[src/logic/dio_consts.vh]
// Address map, field positions and reset values of the four-bit I/O port.
// Assumes 16-bit I/O addresses from the board bus; header only.
`ifndef DIO_CONSTS_VH
`define DIO_CONSTS_VH

// I/O base addresses, shared by read and write
`define DIO_BASE_DEFAULT   16'h0340
`define DIO_BASE_ALT       16'h0240

// Field layout
`define DIO_CH_COUNT       4
`define DIO_FIELD_LSB      0
`define DIO_FIELD_MSB      3
`define DIO_BUS_WIDTH      8

// Reset values
`define DIO_LATCH_RESET    4'h0

// Synchroniser depth
`define DIO_SYNC_STAGES    2

`endif

[src/logic/dio_port.v]
// Four-bit digital I/O port on the board's I/O space.
// Assumes synchronous bus strobes in the i_clk domain, a static base select,
// and asynchronous input pins that are synchronised here.
`timescale 1ns/10ps
`default_nettype none
`include "dio_consts.vh"

////////////////////////////////////////////////////////////////////////////
module dio_port
#(
  parameter CH = `DIO_CH_COUNT
)
(
  // Clock and reset
  input  wire        i_clk,
  input  wire        i_rst,
  // Configuration
  input  wire        i_alt_base,
  // Board bus, one-cycle strobes
  input  wire [15:0] i_io_addr,
  input  wire        i_io_rd,
  input  wire        i_io_wr,
  input  wire        i_mem_rd,
  input  wire        i_mem_wr,
  input  wire [7:0]  i_io_wdata,
  output wire [7:0]  o_io_rdata,
  output wire        o_io_rvalid,
  // Input pins
  input  wire        i_input_line_0,
  input  wire        i_input_line_1,
  input  wire        i_input_line_2,
  input  wire        i_input_line_3,
  // Output pins
  output wire        o_output_line_0,
  output wire        o_output_line_1,
  output wire        o_output_line_2,
  output wire        o_output_line_3
);

  ////////////////////////////////////////////////////////////////////////
  // Address decode

  // Used by both read and write decode
  function addr_hit;
    input [15:0] addr;
    input        alt;
    begin
      addr_hit = alt ? (addr == `DIO_BASE_ALT)
                     : (addr == `DIO_BASE_DEFAULT);
    end
  endfunction

  wire        rd_hit;
  wire        wr_hit;
  wire [CH-1:0] pins_async;
  wire [CH-1:0] pins_sync;

  // Memory strobes are deliberately ignored
  assign rd_hit = i_io_rd && addr_hit(i_io_addr, i_alt_base);
  assign wr_hit = i_io_wr && addr_hit(i_io_addr, i_alt_base);

  ////////////////////////////////////////////////////////////////////////
  // Input path

  assign pins_async = {i_input_line_3, i_input_line_2,
                       i_input_line_1, i_input_line_0};

  dio_sync #(
    .WIDTH (CH)
  ) u_sync (
    .i_clk   (i_clk),
    .i_rst   (i_rst),
    .i_async (pins_async),
    .o_sync  (pins_sync)
  );

  reg  [7:0] rdata_reg;
  reg        rvalid_reg;

  // Read data is registered; unused upper bits read as zero
  always @(posedge i_clk or posedge i_rst)
  begin
    if (i_rst)
    begin
      rdata_reg  <= 8'h00;
      rvalid_reg <= 1'b0;
    end
    else
    begin
      rvalid_reg <= rd_hit;
      if (rd_hit)
        rdata_reg <= {{(8-CH){1'b0}}, pins_sync};
      else
        rdata_reg <= 8'h00;
    end
  end

  assign o_io_rdata  = rdata_reg;
  assign o_io_rvalid = rvalid_reg;

  ////////////////////////////////////////////////////////////////////////
  // Output latch

  reg  [CH-1:0] latch_reg;

  // Write-only: no path from latch_reg to the read data
  always @(posedge i_clk or posedge i_rst)
  begin
    if (i_rst)
      latch_reg <= `DIO_LATCH_RESET;
    else if (wr_hit)
      latch_reg <= i_io_wdata[CH-1:0];
  end

  assign o_output_line_0 = latch_reg[0];
  assign o_output_line_1 = latch_reg[1];
  assign o_output_line_2 = latch_reg[2];
  assign o_output_line_3 = latch_reg[3];

endmodule // dio_port

`default_nettype wire

[src/logic/dio_sync.v]
// Two-flop synchroniser for a vector of asynchronous levels.
// Assumes each bit is an independent slow level such as a switch input.
`timescale 1ns/10ps
`default_nettype none

module dio_sync
#(
  parameter WIDTH = 4
)
(
  // Clock and reset
  input  wire             i_clk,
  input  wire             i_rst,
  // Levels
  input  wire [WIDTH-1:0] i_async,
  output wire [WIDTH-1:0] o_sync
);

  reg [WIDTH-1:0] meta_reg;
  reg [WIDTH-1:0] sync_reg;

  // First stage feeds only the second stage
  always @(posedge i_clk or posedge i_rst)
  begin
    if (i_rst)
    begin
      meta_reg <= {WIDTH{1'b0}};
      sync_reg <= {WIDTH{1'b0}};
    end
    else
    begin
      meta_reg <= i_async;
      sync_reg <= meta_reg;
    end
  end

  assign o_sync = sync_reg;

endmodule // dio_sync

`default_nettype wire

[config.mk]
export PLATFORM = sky130hd
export DESIGN_NAME = dio_port
export DESIGN_NICKNAME = d
export VERILOG_FILES = /design/src/logic/dio_port.v /design/src/logic/dio_sync.v
export VERILOG_INCLUDE_DIRS = /design/src /design/src/logic
export SDC_FILE = /design/constraint.sdc
export NUM_CORES = 1
export LEC_CHECK = 0
export BUFFER_PORTS_ARGS = -buffer_cell sky130_fd_sc_hd__buf_2
export CELL_PAD_IN_SITES_DETAIL_PLACEMENT = 1
export CELL_PAD_IN_SITES_GLOBAL_PLACEMENT = 2
export CORE_UTILIZATION = 21
export CTS_BUF_LIST = sky130_fd_sc_hd__clkbuf_4
export DETAILED_ROUTE_END_ITERATION = 10
export PLACE_DENSITY = 0.76
export REMOVE_ABC_BUFFERS = 1
export SLEW_MARGIN = 20
export SYNTH_ARGS = -nofsm -noshare
export SYNTH_HDL_FRONTEND = slang
export SYNTH_SLANG_ARGS = --single-unit
[constraint.sdc]
create_clock -name i_clk -period 0.8 [get_ports i_clk]
set_input_delay 0.04 -clock i_clk [delete_from_list [all_inputs] [get_ports i_clk]]
set_output_delay 0.04 -clock i_clk [all_outputs]
set_load 0.01 [all_outputs]
### Word level (Yosys, flattened, before mapping)

Cells that the tools add are included.

* bits in writable memories: 0
* output and inout port bits: 13
* logic and storage cells: 11
* flip-flop bits (word level): 21
* input port bits: 35
* ROM bits: 0
* memories: 0
* latch bits: 0

* order comparisons: 0
* bitwise logic cells: 0
* add/subtract/negate cells: 0
* multiplexer cells: 2
* shift operators: 0
* div/mod/pow operators: 0
* equality and inequality tests: 2
* reductions and logical operators: 2
* multiply operators: 0

Operators by type and width (number)
* $eq 16x10->1 const B: 2
* $mux 4: 1
* $logic_and 1x1->1: 2
* $mux 1: 1

### Depth between registers and ports, before layout

* depth in word-level cells: 4
* depth in mapped cells: 4

### Hierarchy

Synthesis repeated with hierarchy kept, for this count alone.

* cells, all modules: 40
* area total of the unflattened synthesis: 650.6 um2

By module, submodules not included
* dio_port: area each 446.7 um2, times used 1, cells an instance 31
* dio_sync: area each 203.9 um2, times used 1, cells an instance 9

### Worst setup path before layout

OpenSTA, ideal clock, no wires.

* path type: in2reg
* start point: input port i_io_addr[13]
* end point: register latch_reg[0]
* slack: -0.260 ns
* arrival time: 0.935 ns
* setup time: 0.125 ns
* required time: 0.675 ns
* stages on the path: 4
* cell sequence: nor4_2 -> and4_4 -> nand3_4 -> mux2_4

* cells in the longest elaborated chain, start to end: 3
* elaborated cells on any way between the ends: 4

Ends and longest elaborated chain
* from (decl): line dio_port.v:20 `input wire [15:0] i_io_addr,`
* $eq 16x10->1 (no source line)
* $mux 1 (*): line dio_port.v:48 `` addr_hit = alt ? (addr == `DIO_BASE_ALT) ``
* $logic_and 1x1->1 (*): line dio_port.v:60 `assign wr_hit = i_io_wr && addr_hit(i_io_addr, i_alt_base);`
* to (signal assigned): line dio_port.v:110 `` latch_reg <= `DIO_LATCH_RESET; ``
* to (signal assigned): line dio_port.v:112 `latch_reg <= i_io_wdata[CH-1:0];`
* to (decl): line dio_port.v:104 `reg [CH-1:0] latch_reg;`

Every way passes the cells marked *; elsewhere a longest branch is shown, timed or not.
A chain may end at the register's enable or synchronous reset.

### Worst setup path after layout

* start point: input port i_io_addr[10]
* end point: register latch_reg[3]

The elaborated chain is that of the path after synthesis.

==> metrics.md <==
| Metric | Value |
|---|---|
| Dpl hpwl | `965 µm` |
| Final period util | `111%` |
| Avg Synthesized Cell Area | `16.3 µm²` |
| DRC violations left | `6` |
| Status | `finished, violations left` |
| GPL Wtd Cong | `0.625` |
| Commonest non-fill, non-tap cell in the layout | `buf_2` |
| Hold Path Cell Cnt | `2` |
| DR vias/cell | `3.94` |
| Failing checks | `DRC, setup timing` |
| Share of cells above drive strength 1 | `58.9%` |
| Antenna violations before repair | `0` |
| Nets@finish | `126` |
| Fin. max-slew vios | `0` |
| Clock root buffer | `clkbuf_4` |
| CP startpoint kind | `input pin` |
| 1st-iter DRT viols | `13` |
| Final Skew | `0.00452 ns` |
| Chip width | `57.0 µm` |
| Yosys warns | `0` |
| Vias in the first global route | `536` |
| Worst r2r path cells | `1` |
| Initial Util | `22.7%` |
| Hold crit path type | `in -> reg` |
| Sequential area share after synthesis | `66.9%` |
| Max IR drop VDD | `393 µV` |
| Yosys reg bits | `17` |
| CP required | `0.97 ns` |
| Cells after synthesis | `39` |
| Final number of setup-violating endpoints | `13` |
| Routed vias | `477` |
| DRT Pass-1 Iters | `7` |
| PwrDens | `1470 nW/µm²` |
| P_leak | `0.546 nW` |
| Global route overflow | `0` |
| Die Ht | `57.0 µm` |
| Post-DR wirelength/cell | `10.6 µm` |
| CP arrival | `1.06 ns` |
| Reg clk slew, reported paths | `0.09 ns` |
| GRT Resource Usage Total | `9.24%` |
| RSZ-0062 raised after global routing | `yes` |
| Clock Path Buffers | `2` |
| Global-route wire length before repair | `2180 µm` |
| Detailed Route WL | `1280 µm` |
| Synth cell types | `13` |
| Maxcap violations | `0` |
| Setup ws final | `-0.0909 ns` |
| CP Class | `in -> reg` |
| Fmax achieved | `1120 MHz` |
| Critical Path End Type | `flop` |
| ANT cells | `0` |
| CTS H-tree depth | `1` |
| Worst skew pair latency | `0.28 ns` |
| FP Rows | `19` |
| Max Fanout on Critical Path | `4` |
| CTS buffer count | `3` |
| CTS tree | `done` |
| Die ar. | `3250 µm²` |
| Final-report hold violation count | `0` |
| Util after Layout | `36.2%` |
| Synthesis-to-finish area growth | `59.8%` |
| ANT nets after route | `0` |
| Num Clock Sinks | `17` |
| Ports | `48` |
| Largest net degree at the start of global routing | `18` |
| Synthesized area | `636 µm²` |
| Commonest cells after routing, fill and taps aside | `buf_2, dfrtp_1, dlygate4sd3_1` |
| Worst slack at placement | `-0.419 ns` |
| Core area | `2810 µm²` |
| IO buf count | `37` |
| Final Critical Period | `0.891 ns` |
## kinds of logic after synthesis
| logic type | count (synthesis) | synth area share (%) |
|---|---|---|
| XOR/XNOR | 1 | 1.38 |
| AND/OR/NAND/NOR | 11 | 16.3 |
| multiplexers | 4 | 9.45 |
| flip-flops | 17 | 66.9 |
| other | 1 | 0.590 |
| buffers and inverters | 5 | 5.31 |
## final timing paths
| check | from | slack, ns | to |
|---|---|---|---|
| max in group asynchronous | i_rst | 0.32 | u_sync.meta_reg[3]$_DFF_PP0_ |
| setup / recovery | i_io_addr[10] | -0.09 | latch_reg[3]$_DFFE_PP0P_ |
| setup reg to reg | latch_reg[0]$_DFFE_PP0P_ | 0.04 | latch_reg[0]$_DFFE_PP0P_ |
| hold / removal | i_io_rd | 0.08 | o_io_rvalid$_DFF_PP0_ |
| min in group asynchronous | i_rst | 0.30 | o_io_rdata[1]$_DFF_PP0_ |
| hold reg to reg | u_sync.meta_reg[3]$_DFF_PP0_ | 0.35 | u_sync.o_sync[3]$_DFF_PP0_ |
## critical path, cell delays in order
cell,delay (ns)
buf_6,0.09
nor4_4,0.24
and4_4,0.27
nand3_4,0.10
mux2_4,0.31
## per-layer routing
metal / track usage, % / vias to the layer above / share of wire, %
met5: 0 / - / 0
met4: 8.36 / 0 / 2.7
met3: 1.81 / 2 / 9.2
met2: 15.8 / 32 / 51
met1: 9.54 / 219 / 37
li1: - / 224 / -
## power breakdown
part | internal [mW] | switching [mW] | leakage [nW]
Combinational | 0.108 | 0.0702 | 0.309
Sequential | 0.879 | 0.00427 | 0.219
Clock | 0.185 | 0.250 | 0.0177
Total | 1.17 | 0.325 | 0.546
## stage by stage
step | total power [mW] | std cells | cell area (µm²) | hold slack (ns) | setup TNS, ns
after floorplan | 0.934 | 38 | 617 | -0.0339 | -1.47
after CTS | 1.51 | 121 | 995 | 0.0738 | -0.759
after global routing | 1.56 | 121 | 1020 | 0.0889 | -1.20
after global placement | 1.02 | 108 | 856 | 0.0522 | -2.96
after detailed placement | 1.03 | 108 | 856 | 0.0568 | -2.98
final | 1.50 | 121 | 1020 | 0.0767 | -0.630
## timing repair
item | in CTS | in global routing
gates resized for setup | 3 | 3
setup endpoints to repair | 13 | 17
buffers inserted | 0 | 0
endpoints found under the hold margin | 25 | 0
hold buffers | 9 | 0
pin swaps | 3 | 2
## final cells by class
type,instances,area [µm²]
fillers,316,1790
flip-flops and latches,17,425
repair buffers,48,315
multi-input cells,20,205
well taps,31,38.8
clock buffers,3,22.5
clock inverters,1,5.00
inverters,1,3.75
## synthesized netlist by cell type
| library cell | n | share of area, % |
|---|---|---|
| xor2_1 | 1 | 1.4 |
| and2_1 | 4 | 3.9 |
| nand3_4 | 1 | 2.8 |
| and4bb_2 | 1 | 2.0 |
| mux2_4 | 4 | 9.4 |
| nor3_1 | 1 | 0.79 |
| nor4_2 | 2 | 3.9 |
| inv_1 | 1 | 0.59 |
| conb_1 | 1 | 0.59 |
| and4_4 | 1 | 1.8 |
| buf_4 | 4 | 4.7 |
| dfrtp_1 | 17 | 67 |
| and3_2 | 1 | 1.2 |
(Power assumes the default switching activity.)
